**src/cpe_cfg.svh**
```systemverilog
// constants for the codec power enable and start sync block
// How it works
// - bit-clock outputs stop when their own enable bits are zero.
// - conversion-clock outputs stop when their own enable bits are zero.
// - each clock generator powers down when its enable bit is zero.
// - left and right ADC channels power down separately on a zero enable.
// - each DAC pair powers down when its enable bit is zero.
// - register 27 holds eight enables; each zero powers its resource down.
// - converter power-down bit set to one powers all sections and channels down; clock enables stay.
// - rate changes on enabled resources apply at once, no resync wait.
// - gain, mute and attenuation changes are accepted at any time.
// - DAC pair starts at first conversion edge after sixth frame sync.
// - the six-frame wait lets the four-entry DAC FIFO fill.
// - ADC channel starts at first conversion edge after sixth frame sync.
// - stale ADC data is flushed during the six-frame wait.
`ifndef CPE_CFG_SVH
`define CPE_CFG_SVH
`define CPE_ADDR_MAIN 12'h06c
`define CPE_ADDR_CLK 12'h070
`define CPE_ADDR_CONVERSION_CLOCK 12'h074
`define CPE_ADDR_STAT 12'h078
`define CPE_ADDR_RATE 12'h07c
`define CPE_ADDR_GAIN 12'h080
`define CPE_MAIN_RESET 32'h0000_0000
`define CPE_CLK_RESET 32'h0000_0000
`define CPE_CONVERSION_CLOCK_RESET 32'h0000_0000
`define CPE_RATE_RESET 32'h0000_0000
`define CPE_GAIN_RESET 32'h0000_0000
`define CPE_MAIN_HP 0
`define CPE_MAIN_DDM 1
`define CPE_MAIN_AAM 2
`define CPE_MAIN_ADL 3
`define CPE_MAIN_ADR 4
`define CPE_MAIN_DA2 5
`define CPE_MAIN_DA1 6
`define CPE_MAIN_ANA 7
`define CPE_CLK_OUT 0
`define CPE_CLK_BT 1
`define CPE_CLK_CV 4
`define CPE_CLK_GEN 7
`define CPE_CONVERSION_CLOCK_PDN 0
`define CPE_FS_WAIT 3'h6
`define CPE_DAC_FIFO_DEPTH 4
`endif

```
**src/cpe_pkg.sv**
```systemverilog
// types for the codec power enable and start sync block
package cpe_pkg;
  typedef enum logic [1:0] {
    CPE_OFF = 2'b00,
    CPE_WAIT_FS = 2'b01,
    CPE_WAIT_CV = 2'b11,
    CPE_RUN = 2'b10
  } cpe_state_t;
  typedef struct packed {
    logic headphone_enable;
    logic dac_to_dac_mix_enable;
    logic analog_mix_enable;
    logic analog_section_enable;
    logic converter_powerdown;
  } cpe_power_t;
  typedef struct packed {
    logic [2:0] bit_clock_enable;
    logic [2:0] conversion_clock_clock_enable;
    logic [2:0] clock_gen_enable;
    logic clock_out_enable;
  } cpe_clocks_t;
endpackage

```
**src/cpe_chan_start.sv**
```systemverilog
// start gate for one conversion channel: six frame syncs then a conversion edge
`timescale 1ns/1ps
`include "cpe_cfg.svh"
module cpe_chan_start
  import cpe_pkg::*;
(
  // clock and reset
  input wire logic clk,
  input wire logic arst_n,
  // control
  input wire logic enable,
  input wire logic fs_rise,
  input wire logic cv_rise,
  // status
  output logic running,
  output logic flushing
);
  cpe_state_t state_reg;
  logic [2:0] fs_count_reg;

  always_ff @(posedge clk or negedge arst_n) begin
    if (!arst_n) begin
      state_reg <= CPE_OFF;
      fs_count_reg <= 3'h0;
    end else if (!enable) begin
      state_reg <= CPE_OFF;
      fs_count_reg <= 3'h0;
    end else begin
      unique case (state_reg)
        CPE_OFF: begin
          state_reg <= CPE_WAIT_FS;
          fs_count_reg <= 3'h0;
        end
        CPE_WAIT_FS: begin
          if (fs_rise) begin
            fs_count_reg <= fs_count_reg + 3'h1;
            if (fs_count_reg == `CPE_FS_WAIT - 3'h1) begin
              state_reg <= CPE_WAIT_CV;
            end
          end
        end
        CPE_WAIT_CV: begin
          if (cv_rise) begin
            state_reg <= CPE_RUN;
          end
        end
        CPE_RUN: begin
          state_reg <= CPE_RUN;
        end
      endcase
    end
  end

  assign running = (state_reg == CPE_RUN);
  // wait window used to fill or flush
  assign flushing = (state_reg == CPE_WAIT_FS) || (state_reg == CPE_WAIT_CV);
endmodule

```
**src/cpe_top.sv**
```systemverilog
// codec power enables, clock gating and channel start synchronisation
`timescale 1ns/1ps
`include "cpe_cfg.svh"
module cpe_top
  import cpe_pkg::*;
(
  // clock and reset
  input wire logic CLOCK,
  input wire logic ARST_N,
  // apb slave
  input wire logic PSEL,
  input wire logic PENABLE,
  input wire logic PWRITE,
  input wire logic [11:0] PADDR,
  input wire logic [31:0] PWDATA,
  input wire logic [3:0] PSTRB,
  output logic [31:0] PRDATA,
  output logic PREADY,
  output logic PSLVERR,
  // timing pins
  input wire logic SERIAL_FRAME_SYNC,
  input wire logic CONVERSION_CLOCK,
  // power controls
  output cpe_power_t POWER,
  output cpe_clocks_t CLOCKS,
  output logic [1:0] ADC_POWER,
  output logic [1:0] DAC_POWER,
  // channel start
  output logic [1:0] ADC_RUN,
  output logic [1:0] DAC_RUN,
  output logic [1:0] ADC_FLUSH,
  output logic [1:0] DAC_FILL,
  // on-the-fly settings
  output logic [31:0] RATE_SETTING,
  output logic [31:0] GAIN_SETTING
);
  logic [31:0] main_reg;
  logic [31:0] clk_reg;
  logic [31:0] conversion_clock_reg;
  logic [31:0] rate_reg;
  logic [31:0] gain_reg;
  logic [31:0] rdata_next;
  logic [31:0] wdata_mask;
  logic known;
  logic wr_fire;
  logic rd_fire;
  logic [2:0] fs_sync_reg;
  logic [2:0] cv_sync_reg;
  logic fs_rise;
  logic cv_rise;
  logic [3:0] chan_en;
  logic [3:0] chan_run;
  logic [3:0] chan_flush;

  assign wr_fire = PSEL && PENABLE && PWRITE;
  assign rd_fire = PSEL && PENABLE && !PWRITE;
  assign wdata_mask = {{8{PSTRB[3]}}, {8{PSTRB[2]}}, {8{PSTRB[1]}}, {8{PSTRB[0]}}};

  always_comb begin
    known = 1'b1;
    rdata_next = 32'h0000_0000;
    unique case (PADDR)
      `CPE_ADDR_MAIN: rdata_next = {24'h00_0000, main_reg[7:0]};
      `CPE_ADDR_CLK: rdata_next = {22'h0, clk_reg[9:0]};
      `CPE_ADDR_CONVERSION_CLOCK: rdata_next = {31'h0, conversion_clock_reg[0]};
      `CPE_ADDR_STAT: rdata_next = {24'h00_0000, DAC_RUN, ADC_RUN, DAC_FILL, ADC_FLUSH};
      `CPE_ADDR_RATE: rdata_next = rate_reg;
      `CPE_ADDR_GAIN: rdata_next = gain_reg;
      default: known = 1'b0;
    endcase
  end

  always_ff @(posedge CLOCK or negedge ARST_N) begin
    if (!ARST_N) begin
      main_reg <= `CPE_MAIN_RESET;
    end else if (wr_fire && PADDR == `CPE_ADDR_MAIN) begin
      main_reg <= (main_reg & ~wdata_mask) | (PWDATA & wdata_mask & 32'h0000_00ff);
    end
  end

  always_ff @(posedge CLOCK or negedge ARST_N) begin
    if (!ARST_N) begin
      clk_reg <= `CPE_CLK_RESET;
    end else if (wr_fire && PADDR == `CPE_ADDR_CLK) begin
      clk_reg <= (clk_reg & ~wdata_mask) | (PWDATA & wdata_mask & 32'h0000_03ff);
    end
  end

  always_ff @(posedge CLOCK or negedge ARST_N) begin
    if (!ARST_N) begin
      conversion_clock_reg <= `CPE_CONVERSION_CLOCK_RESET;
    end else if (wr_fire && PADDR == `CPE_ADDR_CONVERSION_CLOCK) begin
      conversion_clock_reg <= (conversion_clock_reg & ~wdata_mask) | (PWDATA & wdata_mask & 32'h0000_0001);
    end
  end

  always_ff @(posedge CLOCK or negedge ARST_N) begin
    if (!ARST_N) begin
      rate_reg <= `CPE_RATE_RESET;
      gain_reg <= `CPE_GAIN_RESET;
    end else if (wr_fire) begin
      if (PADDR == `CPE_ADDR_RATE) begin
        rate_reg <= (rate_reg & ~wdata_mask) | (PWDATA & wdata_mask);
      end
      if (PADDR == `CPE_ADDR_GAIN) begin
        gain_reg <= (gain_reg & ~wdata_mask) | (PWDATA & wdata_mask);
      end
    end
  end

  // zero-wait slave: answer in the access cycle
  always_ff @(posedge CLOCK or negedge ARST_N) begin
    if (!ARST_N) begin
      PRDATA <= 32'h0000_0000;
      PREADY <= 1'b0;
      PSLVERR <= 1'b0;
    end else begin
      PREADY <= PSEL && !PENABLE;
      PSLVERR <= PSEL && !PENABLE && !known;
      if (PSEL && !PENABLE && !PWRITE) begin
        PRDATA <= rdata_next;
      end
    end
  end

  // pins cross in by two flops, third stage for edge detect
  always_ff @(posedge CLOCK or negedge ARST_N) begin
    if (!ARST_N) begin
      fs_sync_reg <= 3'h0;
      cv_sync_reg <= 3'h0;
    end else begin
      fs_sync_reg <= {fs_sync_reg[1:0], SERIAL_FRAME_SYNC};
      cv_sync_reg <= {cv_sync_reg[1:0], CONVERSION_CLOCK};
    end
  end
  assign fs_rise = fs_sync_reg[1] && !fs_sync_reg[2];
  assign cv_rise = cv_sync_reg[1] && !cv_sync_reg[2];

  // channels also fall with converter power-down
  assign chan_en = {main_reg[`CPE_MAIN_DA2], main_reg[`CPE_MAIN_DA1],
                    main_reg[`CPE_MAIN_ADR], main_reg[`CPE_MAIN_ADL]} & {4{!conversion_clock_reg[`CPE_CONVERSION_CLOCK_PDN]}};

  genvar g;
  generate
    for (g = 0; g < 4; g++) begin : g_chan
      cpe_chan_start u_start (
        .clk(CLOCK),
        .arst_n(ARST_N),
        .enable(chan_en[g]),
        .fs_rise(fs_rise),
        .cv_rise(cv_rise),
        .running(chan_run[g]),
        .flushing(chan_flush[g])
      );
    end
  endgenerate

  // registered power levels; powerdown overrides every section enable
  always_ff @(posedge CLOCK or negedge ARST_N) begin
    if (!ARST_N) begin
      POWER <= '0;
    end else begin
      POWER.headphone_enable <= main_reg[`CPE_MAIN_HP] && !conversion_clock_reg[`CPE_CONVERSION_CLOCK_PDN];
      POWER.dac_to_dac_mix_enable <= main_reg[`CPE_MAIN_DDM] && !conversion_clock_reg[`CPE_CONVERSION_CLOCK_PDN];
      POWER.analog_mix_enable <= main_reg[`CPE_MAIN_AAM] && !conversion_clock_reg[`CPE_CONVERSION_CLOCK_PDN];
      POWER.analog_section_enable <= main_reg[`CPE_MAIN_ANA] && !conversion_clock_reg[`CPE_CONVERSION_CLOCK_PDN];
      POWER.converter_powerdown <= conversion_clock_reg[`CPE_CONVERSION_CLOCK_PDN];
    end
  end

  // clock enables are levels for the clock block, not gated clocks
  always_ff @(posedge CLOCK or negedge ARST_N) begin
    if (!ARST_N) begin
      CLOCKS <= '0;
    end else begin
      CLOCKS.clock_out_enable <= clk_reg[`CPE_CLK_OUT];
      CLOCKS.bit_clock_enable <= clk_reg[`CPE_CLK_BT +: 3];
      CLOCKS.conversion_clock_clock_enable <= clk_reg[`CPE_CLK_CV +: 3];
      CLOCKS.clock_gen_enable <= clk_reg[`CPE_CLK_GEN +: 3];
    end
  end

  // channel power follows the gated channel enables
  always_ff @(posedge CLOCK or negedge ARST_N) begin
    if (!ARST_N) begin
      ADC_POWER <= 2'h0;
      DAC_POWER <= 2'h0;
    end else begin
      ADC_POWER <= chan_en[1:0];
      DAC_POWER <= chan_en[3:2];
    end
  end

  // channel start status, one cycle behind the start gates
  always_ff @(posedge CLOCK or negedge ARST_N) begin
    if (!ARST_N) begin
      ADC_RUN <= 2'h0;
      DAC_RUN <= 2'h0;
      ADC_FLUSH <= 2'h0;
      DAC_FILL <= 2'h0;
    end else begin
      ADC_RUN <= chan_run[1:0];
      DAC_RUN <= chan_run[3:2];
      ADC_FLUSH <= chan_flush[1:0];
      DAC_FILL <= chan_flush[3:2];
    end
  end

  // settings copies: no resync wait, so a plain register stage
  always_ff @(posedge CLOCK or negedge ARST_N) begin
    if (!ARST_N) begin
      RATE_SETTING <= 32'h0000_0000;
      GAIN_SETTING <= 32'h0000_0000;
    end else begin
      RATE_SETTING <= rate_reg;
      GAIN_SETTING <= gain_reg;
    end
  end
endmodule

```
**config.mk**
```make
export PLATFORM = sky130hd
export DESIGN_NAME = cpe_top
export DESIGN_NICKNAME = d
export VERILOG_FILES = /design/src/cpe_pkg.sv /design/src/cpe_chan_start.sv /design/src/cpe_top.sv
export VERILOG_INCLUDE_DIRS = /design/src /design/src/src
export SDC_FILE = /design/constraint.sdc
export NUM_CORES = 1
export LEC_CHECK = 0
export BUFFER_PORTS_ARGS = -buffer_cell sky130_fd_sc_hd__buf_4
export CORE_UTILIZATION = 49
export DETAILED_ROUTE_END_ITERATION = 6
export GPL_TIMING_DRIVEN = 0
export PLACE_DENSITY_LB_ADDON = 0.08
export SLEW_MARGIN = 10
export SYNTH_ARGS = -nofsm -noshare
export SYNTH_HDL_FRONTEND = slang
export SYNTH_SLANG_ARGS = --single-unit
export TNS_END_PERCENT = 30
```
**constraint.sdc**
```tcl
create_clock -name CLOCK -period 1.5 [get_ports CLOCK]
set_clock_uncertainty 0.2 [all_clocks]
set_input_delay 0.075 -clock CLOCK [delete_from_list [all_inputs] [get_ports CLOCK]]
set_output_delay 0.075 -clock CLOCK [all_outputs]
set_load 0.01 [all_outputs]
```
==> impl_metrics.toml, run 1 <==
[run_status]
status = "finished with violations"
failed_checks = "hold timing, setup timing"

[final_layout]
fin_cells = 1118
layout.nets = 940
area_growth_pct = 39.4
layout-drive-gt1-share = 0.422
n_fill_cell = 1236
finalInstanceArea_mm2 = 0.0121
diodes = 0

[sta]
setup_slack_ns = -0.0612
fin_crit_sh = 1.04
finalHoldViolCount = 76
min_period_ns = 1.56
grt_setup_unrepaired = "yes"
setup_viol = 35
worstMarginPinSlew_ns = 0.770
setup_tns_ns = -1.63
slew_violations = 0
max_freq_mhz = 641
relSlewSlack = 0.486
holdWs_ns = -0.285

[synth]
yosys-top-cells-count = "dfrtp_1, mux2_2, nand2_1, a22oi_1, o21ai_0"
syn_nets = 684
ys_warn_count = 0
synth.top_cells.by_area = "dfrtp_1, mux2_2, a22oi_1, nand2_1, o21ai_0"
synthDistinctLibCells = 46
yosysTopAreaCell = "dfrtp_1"
synth_area_per_cell_um2 = 14.0
syn_area_mm2 = 0.00867
yosysMostFrequentCell = "dfrtp_1"
ys_ff_latch = 234
synth_top_area_frac = 0.675
ys_seq_area_frac = 0.675
synth-edff-count = 0
syn_inst = 621
async_reset_ff_frac = 1.00
ys_dominant_reg_cell = "dfrtp_1"

[floorplan]
start_util = 0.501
die-area_mm2 = 0.0182
die_w_um = 135
rows = 48
core_mm2 = 0.0173
io_pins = 180
die_y_um = 135

[global_routing]
grt_use_met2 = 0.393
grt_pass1_wl_um = 33300
met3_usage = 0.0462
antenna_found_initial = 0
overflow = 0
busiest_layer = "met2"
grt_max_degree = 106
grt_usage = 0.239
grt_pass1_vias = 6107
met1_usage = 0.327

[clock_network]
cts_buffers = 25
cts.path.max_buffers = 3
insertion_delay_ns = 0.50
clock_sinks = 234
clk_pin_slew_ns = 0.06
tritoncts = "yes"
htreeDepth = 1
ctsRootBufferMaster = "clkbuf_16"

[placement]
placed_cells = 1026
io_buffers = 178
place_congestion = 0.816
place_area_mm2 = 0.0105
hpwl_um = 14300

[detailed_routing]
antenna_left = 0
route.detailed.drc = 0
drt_iter0_drc = 306
viasPerCell = 5.37
via_count = 6009
wirelength_um = 21400
dr.pass1.iters = 6
wl_per_cell_um = 19.1

[worst_setup_path]
end_kind = "flop"
crit_path_max_fanout = 8
startpoint = "PADDR[1]"
crit_type = "in2reg"
crit_required_ns = 1.68
arrival_ns = 1.74
startpoint_type = "input pin"
r2r_start = "fs_sync_reg[1]$_DFF_PN0_"

[worst_hold_path]
hp-start = "PADDR[2]"
min_path_type = "in2reg"

[power_and_ir_drop]
p_leak_nw = 6.02
vdd_ir_drop_max_mv = 1.30
p_per_area_mw_per_mm2 = 1070

[run]
drv_cap = 0
## power breakdown
group | internal [mW] | switching (mW)
clock | 3.70 | 2.39
combinational | 0.245 | 0.292
sequential | 6.33 | 0.00755
total | 10.3 | 2.69
## cells by family after synthesis
logic type / share of synthesized area
compound gates: 0.0791
fa+ha+maj: 0.0115
buf+inv: 0.0206
flops: 0.675
mux: 0.130
simple gates: 0.0836
## layout by cell type (no fill, tap or decap), types with 3 or more instances in the layout
cell           Yosys  layout
a222oi_1           8       8
mux2_2            96      60
nand2_1           60      58
nor2_1            16      15
nor4b_4            0       3
o21ai_0           31      25
a22oi_1           31      29
and2_1             4       4
ha_1               8       8
nor3_4             2       3
buf_2              5       3
a41oi_1            4       4
clkbuf_16          0      26
nor3_1             8       8
and3_1             5       3
nor4_4             1       4
clkbuf_8           0       6
nor2b_4            0       3
inv_1              8       8
a21boi_0           5       5
nand2b_1           7       6
mux2_4             0      37
buf_4              5     186
clkinv_2           0       4
clkbuf_2           0       6
o21ai_1            1       7
clkbuf_4           0       4
dfrtp_1          234     232
nor2b_1           13      10
clkbuf_1          22      11
a21oi_1           17      17
buf_8              0       6
dlygate4sd3_1      0      43
## layout make-up
type / instances / area, um^2 / area share
Buffer: 31 / 228 / 0.0188
Inverter: 8 / 30.0 / 0.00248
Sequential cell: 234 / 5860 / 0.485
Tap cell: 225 / 282 / 0.0233
Clock buffer: 35 / 723 / 0.0598
Multi-Input combinational cell: 346 / 2950 / 0.244
Timing Repair Buffer: 231 / 1920 / 0.159
Clock inverter: 8 / 100 / 0.00828
## worst max-delay path, stage by stage
cell and delay (ns):
buf_8 0.10, or4_4 0.59, nor4_4 0.18, buf_6 0.17
and3_4 0.30, mux2_4 0.32
## what timing repair did
item | in CTS | in global routing
buffers inserted | 3 | 5
gates resized for setup | 51 | 38
setup endpoints to repair | 128 | 98
hold buffers | 42 | 1
pin swaps | 4 | 10
hold endpoints to repair | 330 | 77
## routing by layer
metal	part of all wire	routed length, um
met5	0	0
met4	0.018	391
met1	0.43	9180
met3	0.065	1390
met2	0.49	10400
## worst paths after layout
check,end,slack [ns],cells past startpoint
setup / recovery,flop,-0.06,6
hold / removal,PRDATA[3]$_DFFE_PN0P_,-0.28,4
setup reg to reg,g_chan[1].u_start.fs_count_reg[0]$_DFFE_PN0P_,-0.01,4
hold reg to reg,cv_sync_reg[1]$_DFF_PN0_,0.15,0
max in group asynchronous,g_chan[2].u_start.fs_count_reg[0]$_DFFE_PN0P_,0.32,3
min in group asynchronous,GAIN_SETTING[13]$_DFF_PN0_,-0.10,2
## metrics by stage
| stage | setup WS [ns] | power [mW] | util |
|---|---|---|---|
| floorplan | -0.366 | 6.54 | - |
| global placement | -1.46 | 6.83 | 0.603 |
| detailed placement | -0.930 | 6.86 | 0.607 |
| CTS | -0.238 | 13.1 | 0.690 |
| global route | -0.112 | 13.4 | 0.699 |
| finish | -0.0612 | 13.0 | 0.699 |
Note: power is estimated with default switching activity, not from simulation.
==> run 2, diff against run 1 <==
--- a/config.mk
+++ b/config.mk
@@ -7,10 +7,12 @@
 export NUM_CORES = 1
 export LEC_CHECK = 0
 export BUFFER_PORTS_ARGS = -buffer_cell sky130_fd_sc_hd__buf_4
+export CORE_MARGIN = 2
 export CORE_UTILIZATION = 49
 export DETAILED_ROUTE_END_ITERATION = 6
 export GPL_TIMING_DRIVEN = 0
 export PLACE_DENSITY_LB_ADDON = 0.08
+export SETUP_SLACK_MARGIN = 0.15
 export SLEW_MARGIN = 10
 export SYNTH_ARGS = -nofsm -noshare
 export SYNTH_HDL_FRONTEND = slang
==> run 2 against run 1 <==
The flow finishes with violations (DRC, hold timing, setup timing). Non-clock buffer count up 24. Fmax down 1.7%. Critical path depth is 1 higher. Via count is 3.1% higher. Register-to-register slack worse by 0.06 ns. Largest cell class unchanged.
==> impl_metrics.toml, run 2 (synthesis results as in run 1) <==
[final_layout]
diodes = 0
fin_cells = 1142
regArea_mm2 = 0.00586
layout-drive-gt1-share = 0.467
final_common_cell = "dfrtp_1"
layout.nets = 963
finalInstanceArea_mm2 = 0.0128
mostFrequentLayoutCells = "dfrtp_1, buf_4, mux2_4, nand2_1, dlygate4sd3_1"
final_core_util = 0.742
n_fill_cell = 1122
area_growth_pct = 48.1
multi_input_area_mm2 = 0.00325

[sta]
setup_slack_ns = -0.0876
relSlewSlack = 0.620
setup_tns_ns = -1.90
worstMarginPinSlew_ns = 0.571
holdWs_ns = -0.721
fin_crit_sh = 1.06
slew_violations = 0
grt_setup_unrepaired = "yes"
setup_viol = 34
max_freq_mhz = 630
min_period_ns = 1.59
finalHoldViolCount = 148

[power_and_ir_drop]
p_per_area_mw_per_mm2 = 1020
p_sw_frac = 0.203
vdd_ir_drop_max_mv = 0.735
p_int_mw = 10.5
comb_power_share = 0.044
power_frac_seq = 0.482
power.share.clock = 0.474
total_power_mw = 13.1
p_leak_nw = 6.27
p_sw_mw = 2.67

[detailed_routing]
dr.pass1.iters = 7
drt_iter0_drc = 419
wl_per_cell_um = 20.2
antenna_left = 0
route.detailed.drc = 1
viasPerCell = 5.42
wirelength_um = 23100
via_count = 6195

[placement]
placed_cells = 1026
place_ws_ns = -0.942
hpwl_um = 14500
io_buffers = 178
place_congestion = 0.834
place_area_mm2 = 0.0105

[global_routing]
antenna_found_initial = 0
grt_max_degree = 98
grt_usage = 0.245
overflow = 0
grt_pass1_wl_um = 35100
grt_pass1_vias = 6389

[floorplan]
core_mm2 = 0.0173
die_y_um = 137
die-area_mm2 = 0.0188
rows = 48
die_w_um = 137
io_pins = 180
start_util = 0.501

[worst_setup_path]
startpoint_type = "input pin"
arrival_ns = 1.77
crit_type = "in2reg"
crit_path_max_fanout = 8
crit_required_ns = 1.68
end_kind = "flop"

[run]
drv_cap = 0

[clock_network]
clock_sinks = 234
clk_pin_slew_ns = 0.06
insertion_delay_ns = 0.51
cts.path.max_buffers = 3
ctsRootBufferMaster = "clkbuf_16"
cts_buffers = 24
htreeDepth = 1
tritoncts = "yes"

[run_status]
failed_checks = "DRC, hold timing, setup timing"
status = "finished with violations"

[worst_hold_path]
min_path_type = "in2async"
==> run 2: routing by layer <==
metal  global-route usage  vias up  wire, um
met5                    0        -         0
met1                0.329     3184      9830
met3               0.0433       37      1350
met4               0.0808        0       481
li1                     -     2765         -
met2                0.406      209     11400
==> run 2: layout make-up <==
type | instances | area share
clock buffer | 36 | 0.0543
clock inverter | 7 | 0.0105
inverter | 8 | 0.00234
timing repair buffer | 254 | 0.178
buffer | 32 | 0.0238
multi-input combinational | 346 | 0.253
sequential | 234 | 0.456
tap | 225 | 0.0219
==> run 2: timing repair <==
item / 4_1_cts / 5_1_grt
hold buffers: 40 / 1
gates cloned: 3 / 1
setup endpoints to repair: 149 / 153
buffers inserted: 17 / 12
pin swaps: 51 / 52
hold endpoints to repair: 234 / 149
gates resized for setup: 150 / 81
==> run 2: worst max-delay path: stages <==
cell and delay, ns:
buf_6 0.10, or4_4 0.59, nor4_4 0.20, buf_6 0.17, and3_4 0.19, buf_12 0.13
mux2_4 0.31
==> run 2: power by group through the flow <==
stage | Clock [mW] | Sequential [mW] | Combinational (mW)
2_1_floorplan | 0 | 6.45 | 0.0866
3_3_place_gp | 0 | 6.45 | 0.380
3_5_place_dp | 0 | 6.45 | 0.415
4_1_cts | 6.33 | 6.33 | 0.552
5_1_grt | 6.63 | 6.33 | 0.623
6_report | 6.24 | 6.34 | 0.572
==> run 2: path summary, 6_finish.rpt <==
kind	startpoint	end	slack [ns]	cells after the start
worst max-delay path	PADDR[8]	flop	-0.09	7
worst min-delay path	ARST_N	RATE_SETTING[15]$_DFF_PN0_	-0.72	1
worst max register to register	fs_sync_reg[2]$_DFF_PN0_	g_chan[2].u_start.fs_count_reg[2]$_DFFE_PN0P_	-0.07	5
worst min register to register	fs_sync_reg[0]$_DFF_PN0_	fs_sync_reg[1]$_DFF_PN0_	0.16	0
max in group asynchronous	ARST_N	ADC_POWER[1]$_DFF_PN0_	0.65	3
min in group CLOCK	PADDR[2]	PRDATA[7]$_DFFE_PN0P_	-0.27	4
